==> src/hw/charger_cfg_pkg.sv <==
// constants, field layout and decode helpers of the charger config registers
// assumes values in mA and mV fit 12 bits
package charger_cfg_pkg;

  // =====================================================================
  // serial addressing
  localparam logic [7:0] DEV_ADDR_W  = 8'hd6;
  localparam logic [3:0] BYTE_BITS   = 4'h8;
  localparam logic [3:0] LAST_BIT    = 4'h7;
  localparam logic [3:0] ACK_END     = 4'h9;

  // =====================================================================
  // register offsets
  localparam logic [7:0] OFS_MODE     = 8'h01;
  localparam logic [7:0] OFS_BOOST    = 8'h02;
  localparam logic [7:0] OFS_PRE_TERM = 8'h03;

  // =====================================================================
  // field positions
  localparam int B_PFM   = 7;
  localparam int B_KICK  = 6;
  localparam int B_OTG   = 5;
  localparam int B_CHG   = 4;
  localparam int B_SYS   = 1;
  localparam int B_VBSEL = 0;
  localparam int B_BLIM  = 7;
  localparam int B_Q1    = 6;
  localparam int B_FAST_CHARGE_CURRENT  = 0;
  localparam int B_IPRE  = 4;
  localparam int B_TERMINATION_CURRENT = 0;

  // =====================================================================
  // reset values
  localparam logic       DEF_PFM   = 1'b0;
  localparam logic       DEF_KICK  = 1'b0;
  localparam logic       DEF_OTG   = 1'b0;
  localparam logic       DEF_CHG   = 1'b1;
  localparam logic [2:0] DEF_SYS   = 3'h5;
  localparam logic       DEF_VBSEL = 1'b0;
  localparam logic       DEF_BLIM  = 1'b1;
  localparam logic       DEF_Q1    = 1'b0;
  localparam logic [5:0] DEF_FAST_CHARGE_CURRENT  = 6'h22;
  localparam logic [3:0] DEF_IPRE  = 4'h2;
  localparam logic [3:0] DEF_TERMINATION_CURRENT = 4'h2;

  // =====================================================================
  // limits and analog values
  localparam logic [5:0]  FAST_CHARGE_CURRENT_MAX    = 6'h32;
  localparam logic [3:0]  IPRE_MAX    = 4'hc;
  localparam logic [4:0]  ILIM_700MA  = 5'h06;
  localparam logic [11:0] STEP_MA     = 12'h03c;
  localparam logic [11:0] ZERO_MA     = 12'h000;
  localparam logic [11:0] BOOST_LO_MA = 12'h1f4;
  localparam logic [11:0] BOOST_HI_MA = 12'h4b0;
  localparam logic [11:0] VBAT_28_MV  = 12'haf0;
  localparam logic [11:0] VBAT_25_MV  = 12'h9c4;
  localparam logic [11:0] VBAT_30_MV  = 12'hbb8;

  typedef enum logic [2:0] {
    ST_IDLE = 3'b000,
    ST_DEV  = 3'b001,
    ST_PTR  = 3'b010,
    ST_WR   = 3'b011,
    ST_RD   = 3'b100
  } port_st_t;

  function automatic logic [11:0] sys_floor_mv_of(input logic [2:0] code);
    case (code)
      3'h0: sys_floor_mv_of = 12'ha28;
      3'h1: sys_floor_mv_of = 12'haf0;
      3'h2: sys_floor_mv_of = 12'hbb8;
      3'h3: sys_floor_mv_of = 12'hc80;
      3'h4: sys_floor_mv_of = 12'hd48;
      3'h5: sys_floor_mv_of = 12'hdac;
      3'h6: sys_floor_mv_of = 12'he10;
      default: sys_floor_mv_of = 12'he74;
    endcase
  endfunction

  // offset plus binary weights, bit k worth 2^k steps
  function automatic logic [11:0] current_ma_of(input logic [5:0] code,
                                                input logic [11:0] ofs);
    current_ma_of = 12'(ofs + 12'(12'(code) * STEP_MA));
  endfunction

endpackage

==> src/hw/charger_cfg_regs.sv <==
// config registers 1 to 3 of a single-cell charger, with serial slave
// assumes serial pins and control inputs synchronous to clk
//
// Summary of operation
// writing 1 to the kick bit pulses the watchdog restart, and the bit clears itself.
// reverse boost enabled suppresses charging whatever the charge bit holds.
// charging runs only with the charge pin low and the charge bit set together.
// the 3-bit system floor code picks 2.6 to 3.7 V, default code 101 (3.5 V).
// the battery floor bit picks 2.8 V falling (3.0 V rising) or 2.5 V, default 0.
// the boost limit bit picks 0.5 A or 1.2 A, default 1.2 A.
// with the FET bit 0 the high-resistance FET is used below a 700 mA input limit.
// in boost mode the full input FET is used whatever the FET bit holds.
// fast charge current is 60 mA per code step, no offset, default 100010.
// fast charge code zero stops charging; codes above 110010 clamp to 3000 mA.
// precharge and termination are 60 mA plus 60 mA steps, default 0010; precharge clamps at 1100.
// register reset restores all fields; watchdog expiry restores all but four.
// the host reaches the registers at serial address d6, read with bit 0 set.
`timescale 1ns/100ps
module charger_cfg_regs #(
  parameter logic [7:0] DEV_ADDR = charger_cfg_pkg::DEV_ADDR_W
) (
  // system
  input  wire logic       clk,
  input  wire logic       rst_b,
  // serial pins
  input  wire logic       scl_in,
  input  wire logic       sda_in,
  output logic            sda_out,
  output logic            sda_oe,
  // charger side
  input  wire logic       charge_enable_pin_b,
  input  wire logic       wd_expire,
  input  wire logic       reg_reset,
  input  wire logic [4:0] input_current_limit,
  // settings out
  output logic            host_timer_kick,
  output logic            charge_en,
  output logic            boost_en,
  output logic            light_load_pulse_skip_disable,
  output logic [11:0]     system_floor_mv,
  output logic [11:0]     batt_floor_fall_mv,
  output logic [11:0]     batt_floor_rise_mv,
  output logic [11:0]     boost_limit_ma,
  output logic            input_fet_low_resistance,
  output logic [11:0]     fast_charge_ma,
  output logic [11:0]     precharge_ma,
  output logic [11:0]     termination_ma
);

  // =====================================================================
  // serial slave
  logic       wr_stb;
  logic [7:0] reg_ptr;
  logic [7:0] wr_data;
  logic [7:0] rd_data;
  logic       oe_w;

  serial_reg_port #(
    .DEV_ADDR (DEV_ADDR)
  ) u_port (
    .clk     (clk),
    .rst_b   (rst_b),
    .scl_in  (scl_in),
    .sda_in  (sda_in),
    .sda_oe  (oe_w),
    .wr_stb  (wr_stb),
    .reg_ptr (reg_ptr),
    .wr_data (wr_data),
    .rd_data (rd_data)
  );

  // =====================================================================
  // register fields
  logic       pfm_r, pfm_nxt;
  logic       kick_r, kick_nxt;
  logic       otg_r, otg_nxt;
  logic       chg_r, chg_nxt;
  logic [2:0] sys_r, sys_nxt;
  logic       vbsel_r, vbsel_nxt;
  logic       blim_r, blim_nxt;
  logic       q1_r, q1_nxt;
  logic [5:0] fast_charge_current_r, fast_charge_current_nxt;
  logic [3:0] ipre_r, ipre_nxt;
  logic [3:0] termination_current_r, termination_current_nxt;
  logic       wr_mode;
  logic       wr_boost;
  logic       wr_pt;

  assign wr_mode  = wr_stb && reg_ptr == charger_cfg_pkg::OFS_MODE;
  assign wr_boost = wr_stb && reg_ptr == charger_cfg_pkg::OFS_BOOST;
  assign wr_pt    = wr_stb && reg_ptr == charger_cfg_pkg::OFS_PRE_TERM;

  // unmapped offsets read zero and ignore writes
  always_comb begin
    case (reg_ptr)
      charger_cfg_pkg::OFS_MODE:
        rd_data = {pfm_r, kick_r, otg_r, chg_r, sys_r, vbsel_r};
      charger_cfg_pkg::OFS_BOOST:
        rd_data = {blim_r, q1_r, fast_charge_current_r};
      charger_cfg_pkg::OFS_PRE_TERM:
        rd_data = {ipre_r, termination_current_r};
      default:
        rd_data = 8'h00;
    endcase
  end

  always_comb begin
    pfm_nxt   = pfm_r;
    kick_nxt  = charger_cfg_pkg::DEF_KICK;
    otg_nxt   = otg_r;
    chg_nxt   = chg_r;
    sys_nxt   = sys_r;
    vbsel_nxt = vbsel_r;
    blim_nxt  = blim_r;
    q1_nxt    = q1_r;
    fast_charge_current_nxt  = fast_charge_current_r;
    ipre_nxt  = ipre_r;
    termination_current_nxt = termination_current_r;
    if (reg_reset) begin
      pfm_nxt   = charger_cfg_pkg::DEF_PFM;
      otg_nxt   = charger_cfg_pkg::DEF_OTG;
      chg_nxt   = charger_cfg_pkg::DEF_CHG;
      sys_nxt   = charger_cfg_pkg::DEF_SYS;
      vbsel_nxt = charger_cfg_pkg::DEF_VBSEL;
      blim_nxt  = charger_cfg_pkg::DEF_BLIM;
      q1_nxt    = charger_cfg_pkg::DEF_Q1;
      fast_charge_current_nxt  = charger_cfg_pkg::DEF_FAST_CHARGE_CURRENT;
      ipre_nxt  = charger_cfg_pkg::DEF_IPRE;
      termination_current_nxt = charger_cfg_pkg::DEF_TERMINATION_CURRENT;
    end else if (wd_expire) begin
      // light-load, floors and FET choice survive expiry
      otg_nxt   = charger_cfg_pkg::DEF_OTG;
      chg_nxt   = charger_cfg_pkg::DEF_CHG;
      blim_nxt  = charger_cfg_pkg::DEF_BLIM;
      fast_charge_current_nxt  = charger_cfg_pkg::DEF_FAST_CHARGE_CURRENT;
      ipre_nxt  = charger_cfg_pkg::DEF_IPRE;
      termination_current_nxt = charger_cfg_pkg::DEF_TERMINATION_CURRENT;
    end else begin
      if (wr_mode) begin
        pfm_nxt   = wr_data[charger_cfg_pkg::B_PFM];
        kick_nxt  = wr_data[charger_cfg_pkg::B_KICK];
        otg_nxt   = wr_data[charger_cfg_pkg::B_OTG];
        chg_nxt   = wr_data[charger_cfg_pkg::B_CHG];
        sys_nxt   = wr_data[charger_cfg_pkg::B_SYS +: 3];
        vbsel_nxt = wr_data[charger_cfg_pkg::B_VBSEL];
      end
      if (wr_boost) begin
        blim_nxt = wr_data[charger_cfg_pkg::B_BLIM];
        q1_nxt   = wr_data[charger_cfg_pkg::B_Q1];
        fast_charge_current_nxt = wr_data[charger_cfg_pkg::B_FAST_CHARGE_CURRENT +: 6];
      end
      if (wr_pt) begin
        ipre_nxt  = wr_data[charger_cfg_pkg::B_IPRE +: 4];
        termination_current_nxt = wr_data[charger_cfg_pkg::B_TERMINATION_CURRENT +: 4];
      end
    end
  end

  always_ff @(posedge clk) begin
    if (!rst_b) begin
      pfm_r   <= charger_cfg_pkg::DEF_PFM;
      kick_r  <= charger_cfg_pkg::DEF_KICK;
      otg_r   <= charger_cfg_pkg::DEF_OTG;
      chg_r   <= charger_cfg_pkg::DEF_CHG;
      sys_r   <= charger_cfg_pkg::DEF_SYS;
      vbsel_r <= charger_cfg_pkg::DEF_VBSEL;
      blim_r  <= charger_cfg_pkg::DEF_BLIM;
      q1_r    <= charger_cfg_pkg::DEF_Q1;
      fast_charge_current_r  <= charger_cfg_pkg::DEF_FAST_CHARGE_CURRENT;
      ipre_r  <= charger_cfg_pkg::DEF_IPRE;
      termination_current_r <= charger_cfg_pkg::DEF_TERMINATION_CURRENT;
    end else begin
      pfm_r   <= pfm_nxt;
      kick_r  <= kick_nxt;
      otg_r   <= otg_nxt;
      chg_r   <= chg_nxt;
      sys_r   <= sys_nxt;
      vbsel_r <= vbsel_nxt;
      blim_r  <= blim_nxt;
      q1_r    <= q1_nxt;
      fast_charge_current_r  <= fast_charge_current_nxt;
      ipre_r  <= ipre_nxt;
      termination_current_r <= termination_current_nxt;
    end
  end

  // =====================================================================
  // derived settings, one cycle behind the fields
  logic [5:0]  fast_charge_current_eff;
  logic [3:0]  ipre_eff;
  logic        chg_en_nxt;
  logic        fet_nxt;
  logic [11:0] sysmv_nxt;
  logic [11:0] vbf_nxt;
  logic [11:0] blim_ma_nxt;
  logic [11:0] fast_nxt;
  logic [11:0] pre_nxt;
  logic [11:0] term_nxt;
  logic        chg_en_r;
  logic        fet_r;
  logic [11:0] sysmv_r;
  logic [11:0] vbf_r;
  logic [11:0] blim_ma_r;
  logic [11:0] fast_r;
  logic [11:0] pre_r;
  logic [11:0] term_r;
  logic        oe_r;

  always_comb begin
    fast_charge_current_eff = (fast_charge_current_r > charger_cfg_pkg::FAST_CHARGE_CURRENT_MAX) ?
               charger_cfg_pkg::FAST_CHARGE_CURRENT_MAX : fast_charge_current_r;
    ipre_eff = (ipre_r > charger_cfg_pkg::IPRE_MAX) ?
               charger_cfg_pkg::IPRE_MAX : ipre_r;
    // boost wins over the charge bit; code zero also stops charge
    chg_en_nxt = chg_r && !charge_enable_pin_b
                 && !otg_r
                 && fast_charge_current_r != 6'h00;
    // boost forces the full FET; low limits need the accurate one
    fet_nxt = otg_r
              || q1_r
              || input_current_limit >= charger_cfg_pkg::ILIM_700MA;
    sysmv_nxt = charger_cfg_pkg::sys_floor_mv_of(sys_r);
    vbf_nxt = vbsel_r ? charger_cfg_pkg::VBAT_25_MV
                      : charger_cfg_pkg::VBAT_28_MV;
    blim_ma_nxt = blim_r ? charger_cfg_pkg::BOOST_HI_MA
                         : charger_cfg_pkg::BOOST_LO_MA;
    fast_nxt = charger_cfg_pkg::current_ma_of(fast_charge_current_eff,
                                              charger_cfg_pkg::ZERO_MA);
    pre_nxt = charger_cfg_pkg::current_ma_of({2'b00, ipre_eff},
                                             charger_cfg_pkg::STEP_MA);
    term_nxt = charger_cfg_pkg::current_ma_of({2'b00, termination_current_r},
                                              charger_cfg_pkg::STEP_MA);
  end

  always_ff @(posedge clk) begin
    if (!rst_b) begin
      chg_en_r  <= 1'b0;
      fet_r     <= 1'b0;
      sysmv_r   <= 12'h000;
      vbf_r     <= 12'h000;
      blim_ma_r <= 12'h000;
      fast_r    <= 12'h000;
      pre_r     <= 12'h000;
      term_r    <= 12'h000;
      oe_r      <= 1'b0;
    end else begin
      chg_en_r  <= chg_en_nxt;
      fet_r     <= fet_nxt;
      sysmv_r   <= sysmv_nxt;
      vbf_r     <= vbf_nxt;
      blim_ma_r <= blim_ma_nxt;
      fast_r    <= fast_nxt;
      pre_r     <= pre_nxt;
      term_r    <= term_nxt;
      oe_r      <= oe_w;
    end
  end

  // open drain: data level is always low, the enable does the work
  assign sda_out                       = 1'b0;
  assign sda_oe                        = oe_r;
  assign host_timer_kick               = kick_r;
  assign charge_en                     = chg_en_r;
  assign boost_en                      = otg_r;
  assign light_load_pulse_skip_disable = pfm_r;
  assign system_floor_mv               = sysmv_r;
  assign batt_floor_fall_mv            = vbf_r;
  assign batt_floor_rise_mv            = charger_cfg_pkg::VBAT_30_MV;
  assign boost_limit_ma                = blim_ma_r;
  assign input_fet_low_resistance      = fet_r;
  assign fast_charge_ma                = fast_r;
  assign precharge_ma                  = pre_r;
  assign termination_ma                = term_r;
endmodule // charger_cfg_regs

==> src/hw/serial_reg_port.sv <==
// two-wire serial slave giving byte access to a register pointer
// assumes scl and sda are already synchronous and much slower than clk
`timescale 1ns/100ps
module serial_reg_port #(
  parameter logic [7:0] DEV_ADDR = charger_cfg_pkg::DEV_ADDR_W
) (
  // system
  input  wire logic       clk,
  input  wire logic       rst_b,
  // serial pins
  input  wire logic       scl_in,
  input  wire logic       sda_in,
  output logic            sda_oe,
  // register side
  output logic            wr_stb,
  output logic [7:0]      reg_ptr,
  output logic [7:0]      wr_data,
  input  wire logic [7:0] rd_data
);

  if (DEV_ADDR[0] != 1'b0) begin : g_addr_chk
    $error("device address must be even");
  end

  // =====================================================================
  // line events
  logic scl_q_r;
  logic sda_q_r;
  logic start;
  logic stop;
  logic rise;
  logic fall;
  assign start = scl_q_r & scl_in & sda_q_r & ~sda_in;
  assign stop  = scl_q_r & scl_in & ~sda_q_r & sda_in;
  assign rise  = scl_in & ~scl_q_r;
  assign fall  = ~scl_in & scl_q_r;

  // =====================================================================
  // byte engine
  charger_cfg_pkg::port_st_t st_r, st_nxt;
  logic [3:0] cnt_r, cnt_nxt;
  logic [7:0] sh_r, sh_nxt;
  logic [7:0] ptr_r, ptr_nxt;
  logic [7:0] wd_r, wd_nxt;
  logic       rw_r, rw_nxt;
  logic       oe_r, oe_nxt;
  logic       wr_r, wr_nxt;

  always_comb begin
    st_nxt  = st_r;
    cnt_nxt = cnt_r;
    sh_nxt  = sh_r;
    ptr_nxt = ptr_r;
    wd_nxt  = wd_r;
    rw_nxt  = rw_r;
    oe_nxt  = oe_r;
    wr_nxt  = 1'b0;
    if (start) begin
      st_nxt  = charger_cfg_pkg::ST_DEV;
      cnt_nxt = 4'h0;
      oe_nxt  = 1'b0;
    end else if (stop) begin
      st_nxt = charger_cfg_pkg::ST_IDLE;
      oe_nxt = 1'b0;
    end else if (rise) begin
      if (st_r == charger_cfg_pkg::ST_RD) begin
        // master ack slot: nack ends the read
        if (cnt_r == charger_cfg_pkg::BYTE_BITS) begin
          if (sda_in) begin
            st_nxt = charger_cfg_pkg::ST_IDLE;
          end else begin
            ptr_nxt = 8'(ptr_r + 8'h01);
            cnt_nxt = charger_cfg_pkg::ACK_END;
          end
        end
      end else if (st_r != charger_cfg_pkg::ST_IDLE &&
                   cnt_r < charger_cfg_pkg::BYTE_BITS) begin
        sh_nxt  = {sh_r[6:0], sda_in};
        cnt_nxt = 4'(cnt_r + 4'h1);
      end
    end else if (fall && st_r != charger_cfg_pkg::ST_IDLE) begin
      if (cnt_r == charger_cfg_pkg::ACK_END &&
          (st_r == charger_cfg_pkg::ST_RD || (st_r == charger_cfg_pkg::ST_DEV && rw_r))) begin
        // open drain: drive low for a zero bit
        st_nxt  = charger_cfg_pkg::ST_RD;
        sh_nxt  = rd_data;
        oe_nxt  = ~rd_data[7];
        cnt_nxt = 4'h0;
      end else if (st_r == charger_cfg_pkg::ST_RD) begin
        if (cnt_r < charger_cfg_pkg::LAST_BIT) begin
          sh_nxt  = {sh_r[6:0], 1'b0};
          oe_nxt  = ~sh_r[6];
          cnt_nxt = 4'(cnt_r + 4'h1);
        end else if (cnt_r == charger_cfg_pkg::LAST_BIT) begin
          oe_nxt  = 1'b0;
          cnt_nxt = charger_cfg_pkg::BYTE_BITS;
        end
      end else if (cnt_r == charger_cfg_pkg::BYTE_BITS) begin
        cnt_nxt = charger_cfg_pkg::ACK_END;
        oe_nxt  = 1'b1;
        case (st_r)
          charger_cfg_pkg::ST_DEV: begin
            if (sh_r[7:1] == DEV_ADDR[7:1]) begin
              rw_nxt = sh_r[0];
            end else begin
              st_nxt = charger_cfg_pkg::ST_IDLE;
              oe_nxt = 1'b0;
            end
          end
          charger_cfg_pkg::ST_PTR: ptr_nxt = sh_r;
          default: begin
            wd_nxt = sh_r;
            wr_nxt = 1'b1;
          end
        endcase
      end else if (cnt_r == charger_cfg_pkg::ACK_END) begin
        oe_nxt  = 1'b0;
        cnt_nxt = 4'h0;
        if (st_r == charger_cfg_pkg::ST_DEV) begin
          st_nxt = charger_cfg_pkg::ST_PTR;
        end else if (st_r == charger_cfg_pkg::ST_PTR) begin
          st_nxt = charger_cfg_pkg::ST_WR;
        end else begin
          ptr_nxt = 8'(ptr_r + 8'h01);
        end
      end
    end
  end

  always_ff @(posedge clk) begin
    if (!rst_b) begin
      scl_q_r <= 1'b1;
      sda_q_r <= 1'b1;
      st_r    <= charger_cfg_pkg::ST_IDLE;
      cnt_r   <= 4'h0;
      sh_r    <= 8'h00;
      ptr_r   <= 8'h00;
      wd_r    <= 8'h00;
      rw_r    <= 1'b0;
      oe_r    <= 1'b0;
      wr_r    <= 1'b0;
    end else begin
      scl_q_r <= scl_in;
      sda_q_r <= sda_in;
      st_r    <= st_nxt;
      cnt_r   <= cnt_nxt;
      sh_r    <= sh_nxt;
      ptr_r   <= ptr_nxt;
      wd_r    <= wd_nxt;
      rw_r    <= rw_nxt;
      oe_r    <= oe_nxt;
      wr_r    <= wr_nxt;
    end
  end

  assign sda_oe  = oe_r;
  assign wr_stb  = wr_r;
  assign reg_ptr = ptr_r;
  assign wr_data = wd_r;

endmodule // serial_reg_port

==> config.mk <==
export PLATFORM = sky130hd
export DESIGN_NAME = charger_cfg_regs
export DESIGN_NICKNAME = d
export VERILOG_FILES = /design/src/hw/charger_cfg_pkg.sv /design/src/hw/charger_cfg_regs.sv /design/src/hw/serial_reg_port.sv
export SDC_FILE = /design/constraint.sdc
export NUM_CORES = 1
export LEC_CHECK = 0
export ABC_AREA = 1
export BUFFER_PORTS_ARGS = -buffer_cell sky130_fd_sc_hd__buf_2
export CORE_MARGIN = 2
export CORE_UTILIZATION = 41
export CTS_CLUSTER_SIZE = 16
export DETAILED_ROUTE_END_ITERATION = 10
export GPL_ROUTABILITY_DRIVEN = 1
export GPL_TIMING_DRIVEN = 0
export PLACE_DENSITY = 0.63
export SYNTH_ARGS = -nofsm -noshare
export SYNTH_HDL_FRONTEND = slang
export SYNTH_SLANG_ARGS = --single-unit
==> constraint.sdc <==
create_clock -name clk -period 3.7 [get_ports clk]
set_input_delay 0 -clock clk [delete_from_list [all_inputs] [get_ports clk]]
set_output_delay 0 -clock clk [all_outputs]
set_load 0.01 [all_outputs]
Word level (Yosys, flattened, before mapping)
Cells that the tools add are included.
{"block": "word_totals", "latch_bits": 0, "mem_count": 0, "in_bits": 12, "rom_bits": 0, "out_inout_bits": 91, "mem_bits_rw": 0, "reg_bits": 135}
{"block": "op_classes", "div_mod_pow": 0, "shift": 0, "n_reduce_logical": 44, "mux": 61, "magnitude_cmp": 5, "eq_ne": 43, "mul": 3, "bitwise": 24, "add_sub_neg": 4}
{"operator": "$mux 8", "count": 19}
{"operator": "$pmux 11 s7", "count": 1}
{"operator": "$mux 4", "count": 13}
{"operator": "$mux 3", "count": 13}
{"operator": "$reduce_and 9->1", "count": 3}
{"operator": "$pmux 8 s3", "count": 1}
{"operator": "$add 6x10->11 const A", "count": 2}
{"operator": "$not 1->1", "count": 17}
{"operator": "$eq 8x2->1 const B", "count": 2}
{"operator": "$mul 4x4->8 const B", "count": 2}
{"operator": "$reduce_and 7->1", "count": 2}
{"operator": "$eq 3x3->1 const B", "count": 4}
{"operator": "$ne 2x2->1 const B", "count": 6}
{"operator": "$ne 4x2->1 const B", "count": 3}
{"operator": "$ne 6x3->1 const B", "count": 2}
{"operator": "$reduce_and 12->1", "count": 1}
{"operator": "$reduce_bool 3->1", "count": 4}
{"operator": "$mux 1", "count": 11}
{"operator": "$mux 11", "count": 1}
{"operator": "$logic_and 1x1->1", "count": 10}
{"operator": "$mul 6x4->10 const B", "count": 1}
{"operator": "$mux 10", "count": 1}
{"operator": "$ne 5x4->1 const B", "count": 2}
{"operator": "$reduce_bool 5->1", "count": 2}
{"operator": "other kinds (36)", "count": 61}

Logic depth before layout (Yosys ltp)
{"block": "depth", "depth_word": 11, "depth_mapped": 22, "depth_no_buf": 22}

Cells and area by module
From an unflattened synthesis, not the netlist that was laid out.
{"block": "unflattened", "hier_cells": 862, "area_unflattened_um2": 6486.2}
{"module": "charger_cfg_regs", "area_per_inst_um2": 4244.1, "cells_per_inst": 538, "instances": 1, "seq_area_each_um2": 1381.3}
{"module": "serial_reg_port", "area_per_inst_um2": 2242.2, "cells_per_inst": 324, "instances": 1, "seq_area_each_um2": 720.7}

Worst setup path after synthesis
No wires, ideal clock.
{"block": "synth_timing", "path_type": "register -> register", "from": "register fast_charge_current_r[0]", "to": "register fast_r[9], in the netlist fast_charge_ma[9]", "n_path_buf": 0, "required_time_ps": 3629, "stages_incl_launch_ff": 22, "setup_slack_ps": 628, "t_arrival_ps": 3002, "cell_sequence": "dfxtp_1 -> inv_1 -> o21ai_0 -> nand3_1 -> inv_1 -> nor2_1 -> ha_1 -> inv_1 -> nor2_1 -> inv_1 -> nand2_1 -> inv_1 -> fa_1 -> inv_1 -> ha_1 -> nand3_1 -> nand2_1 -> nand2_1 -> nand2_1 -> a21oi_1 -> or2_2 -> a21oi_1"}
{"block": "synth_between", "elab_chain_len": 3}
{"item": "start, declared", "line": "charger_cfg_regs.sv:82", "source": "logic [5:0] fast_charge_current_r, fast_charge_current_nxt;"}
{"item": "start signal, assigned", "line": "charger_cfg_regs.sv:169", "source": "fast_charge_current_r <= charger_cfg_pkg::DEF_FAST_CHARGE_CURRENT;"}
{"item": "start signal, assigned", "line": "charger_cfg_regs.sv:181", "source": "fast_charge_current_r <= fast_charge_current_nxt;"}
{"item": "$gt 6x6->1", "line": "charger_cfg_regs.sv:210", "source": "fast_charge_current_eff = (fast_charge_current_r > charger_cfg_pkg::FAST_CHARGE_CURRENT_MAX) ?"}
{"item": "$mux 6 *", "line": "charger_cfg_regs.sv:210"}
{"item": "via fast_charge_current_eff[0]", "line": "charger_cfg_regs.sv:189", "source": "logic [5:0] fast_charge_current_eff;"}
{"item": "$mul 6x4->10 *", "line": "charger_cfg_pkg.sv:83", "source": "current_ma_of = 12'(ofs + 12'(12'(code) * STEP_MA));"}
{"item": "end signal, assigned", "line": "charger_cfg_regs.sv:252", "source": "fast_r <= fast_nxt;"}
{"item": "end, declared", "line": "charger_cfg_regs.sv:204", "source": "logic [11:0] fast_r;"}
The timed path passes the listed nets; every way through them passes the cells marked *.
A chain may end at the register's enable or synchronous reset.

Final worst setup path
{"block": "layout_timing", "from": "register fast_charge_current_r[1]", "to": "register fast_r[9], in the netlist fast_charge_ma[9]"}
{"block": "layout_between", "elab_chain_len": 3}
{"item": "$gt 6x6->1", "line": "charger_cfg_regs.sv:210"}
{"item": "$mux 6", "line": "charger_cfg_regs.sv:210"}
{"item": "via fast_charge_current_eff[0]", "line": "charger_cfg_regs.sv:189"}
{"item": "$mul 6x4->10", "line": "charger_cfg_pkg.sv:83"}
The timed path passes the listed nets, and every way through them passes these cells.

==> results_dict.tcl <==
set metrics [dict create \
    cp.arrival_ps 3620 \
    syn_area_per_cell_um2 7.46 \
    synth_top_family_by_area "simple AND/OR/NAND/NOR gates" \
    wire_per_inst_um 12.5 \
    whs_endpoint "boost_limit_ma[7]$_SDFF_PN0_" \
    fin_skew_ps 14.2 \
    grt_pass1_vias 4911 \
    antennaDiodeCount 0 \
    cts_tree "built" \
    maxCapViolations 0 \
    crit_family "adder cells" \
    synth_edf_count 0 \
    rr_worst_depth 21 \
    drive_gt1_share_pct 19.7 \
    area_growth_pct 17.5 \
    clk_pin_slew_ps 80 \
    cts_inserted_buffers 9 \
    clock.fmax_ghz 0.294 \
    synth_cells 848 \
    min_from "rst_b" \
    io_buffers 69 \
    design.portCount 103 \
    gp_congestion 0.891 \
    synth.distinct_cells 46 \
    synth_compound_area_share_pct 13.0 \
    async_flop_share_pct 0 \
    cp_max_fo 5 \
    setup_tns_ps 0 \
    num_rows 45 \
    finalCriticalPeriod_ps 3400 \
    fin_crit_sh_pct 91.9 \
    crit_type "flop to flop" \
    yosysWarnings 0 \
    critPathLaunchType "flop" \
    end_kind "flop" \
    clkLatencyLatePin_ps 360 \
    r2r_end "fast_charge_ma[9]$_SDFF_PN0_" \
    die_h_um 128 \
    finalHoldViolCount 0 \
    core_um2 15100 \
    hold_path_class "input pin to flop" \
    ys_seq_elements 105 \
    crit_slowest_cell "fa_1" \
    cts-root-buf "clkbuf_16" \
    finalSetupViolations 0 \
    ctsHtreeMaxLevel 3 \
    p_per_area_nw_per_um2 315 \
    utilization_pct 49.0 \
    grt_max_degree 22 \
    cp_num_buf_inv 6 \
    p_leak_nw 3.65 \
    vias 5459 \
    drt_iter0_drc 240 \
    irDropWorstVdd_mv 0.228 \
    clock-sinks 105 \
    max_stage_delay_ps 500 \
    synth_mux_area_share_pct 0 \
    rsz0062_at_grt "no" \
    grt_first_pass_wirelength_um 23600 \
    initial_core_util_pct 41.8 \
    hold_depth 2 \
    drc 0 \
    die_w_um 128 \
    final_antenna_net_count 0 \
    dp_hpwl_um 11200 \
    viasPerCell 4.71 \
    crit_chain "inv_1, o21ai_1, nand3_1, inv_2, nor2_1, ha_1, inv_1, nor2_4, inv_1, nand2_1, inv_1, fa_1, inv_1, ha_1, a21oi_1, nand2_1, nand2_1, nand2_1, a21oi_1, or2_2, a21oi_1" \
    dieArea_um2 16400 \
    timing.rr.start "fast_charge_current_r[1]$_SDFFE_PP1P_" \
    synth-simple-area-share_pct 23.5 \
    slew_headroom_pct 45.4 \
    synthAdderAreaFrac_pct 14.2 \
    synth-xor-area-share_pct 0.970 \
    status "finished, final reports clean" \
    cpMostUsedCell "inv_1" \
    nets 1041 \
    whs_ps 419 \
    worstMarginPinSlew_ps 820 \
    grt_overflow 0 \
    required_ps 3920 \
    cts_setup_buffers 0 \
    grt_antenna_before_repair 0 \
    routed_wl_um 14500 \
    syn_area_um2 6320 \
    track_usage_pct 18.0 \
    ys_seq_area_share_pct 33.2 \
    final-max-slew-violation-count 0 \
    dr.pass1.iters 5 \
    clock_path_buffers 2 \
    synth_ff_type "dfxtp_1" \
    reg2reg_slack_ps 300 \
]
-- final cells by class --
class,count,area [µm²]
clock inverter,7,82.6
inverter,136,518
sequential,105,2100
timing repair buffer,78,435
clock buffer,9,225
multi-input combinational,577,3400
fill,1487,7720
buffer,60,430
tap,188,235
-- through the flow --
| stage | std cells | setup WS [ps] | power, mW | cell area [µm²] |
|---|---|---|---|---|
| floorplan | 878 | 628 | 1.33 | 6440 |
| global placement | 1135 | 234 | 1.38 | 7020 |
| detailed placement | 1135 | 278 | 1.38 | 7020 |
| CTS | 1160 | 191 | 2.37 | 7410 |
| global route | 1160 | 25.5 | 2.43 | 7430 |
| finish | 1160 | 300 | 2.34 | 7430 |
-- registers in the layout (all words and copies together) (netlist names), 2 cells and up --
name	count
termination_ma	9
u_port.sh_r	8
fast_charge_current_r	6
u_port.cnt_r	4
fast_charge_ma	10
u_port.reg_ptr	8
system_floor_mv	9
boost_limit_ma	3
u_port.wr_data	8
batt_floor_fall_mv	2
precharge_ma	9
u_port.st_r	3
ipre_r	4
sys_r	3
termination_current_r	4
-- Yosys cell counts, drive strengths merged (2+ instances only) --
library cell  instances  area (µm²)
clkbuf                9        33.8
dfxtp               105        2100
ha                   46         576
conb                  2        7.51
nand4                11        68.8
inv                 135         509
nor2                124         536
nand3                35         185
o31ai                 2        15.0
a211oi                4        30.0
or2                   5        33.8
fa                   16         320
xnor2                 3        26.3
nand2               131         546
o211ai               10        75.1
xor2                  4        35.0
a21oi                62         314
buf                  51         397
o21ai                66         334
o22ai                 2        12.5
o21a                  2        15.0
nor3                 16        96.4
-- cells in the final DEF, fill, tap and decap left out, types with 2 or more instances in the layout --
cell | netlist | final
buf_6 | 5 | 5
nand3_2 | 2 | 2
dfxtp_1 | 105 | 105
nand4_1 | 11 | 11
nor2_1 | 111 | 108
buf_2 | 2 | 71
nand2_4 | 4 | 4
nand2_1 | 123 | 123
inv_8 | 0 | 3
dlygate4sd3_1 | 0 | 9
o31ai_1 | 2 | 2
o21a_1 | 2 | 2
clkbuf_16 | 0 | 9
ha_1 | 46 | 46
xor2_1 | 4 | 4
conb_1 | 2 | 32
o22ai_1 | 2 | 2
nor2_4 | 2 | 3
nor2_2 | 9 | 11
o21ai_1 | 13 | 14
buf_4 | 44 | 44
nor2_8 | 2 | 2
nand3_1 | 33 | 33
clkinv_8 | 0 | 2
nor3_1 | 14 | 14
xnor2_1 | 3 | 3
o211ai_1 | 10 | 10
inv_1 | 119 | 116
o21ai_0 | 52 | 51
a21oi_1 | 61 | 61
fa_1 | 16 | 16
inv_2 | 15 | 18
nand2_2 | 3 | 3
clkbuf_1 | 9 | 9
a211oi_1 | 4 | 4
or2_2 | 4 | 4
-- how the worst max path moves through the flow --
stage                                               start                       endpoint  slack [ps]  cells past startpoint
global route        fast_charge_current_r[2]$_SDFFE_PP0P_  fast_charge_ma[10]$_SDFF_PN0_          30                     17
floorplan           fast_charge_current_r[0]$_SDFFE_PP0P_   fast_charge_ma[9]$_SDFF_PN0_         630                     21
finish              fast_charge_current_r[1]$_SDFFE_PP1P_   fast_charge_ma[9]$_SDFF_PN0_         300                     21
detailed placement  fast_charge_current_r[0]$_SDFFE_PP0P_   fast_charge_ma[9]$_SDFF_PN0_         280                     21
global placement    fast_charge_current_r[0]$_SDFFE_PP0P_   fast_charge_ma[9]$_SDFF_PN0_         230                     21
CTS                 fast_charge_current_r[0]$_SDFFE_PP0P_   fast_charge_ma[9]$_SDFF_PN0_         190                     21
-- routing by layer --
layer / share of wire, % / global-route usage, % / routed length (µm)
met1: 47 / 23.9 / 6810
met5: 0 / 0 / 0
met4: 2.5 / 5.56 / 357
met3: 5.1 / 3.96 / 737
met2: 45 / 29.3 / 6540
-- where the power goes --
part / switching [mW] / internal, mW / leakage, nW
Sequential: 0.0113 / 1.15 / 0.857
Clock: 0.491 / 0.485 / 0.148
Combinational: 0.120 / 0.0842 / 2.65
Total: 0.622 / 1.72 / 3.65
-- cells by family after synthesis --
group / count (synthesis)
simple gates: 325
buf+inv: 196
compound gates: 151
flops: 105
fa+ha+maj: 62
xor+xnor: 7
other cells: 2
-- timing repair --
action                                  in CTS  in global routing
hold buffers                                 9                  0
endpoints found under the hold margin       16                  0
gates resized for setup                      0                  8
endpoints found under the setup margin       0                  4
(Power assumes the default switching activity.)
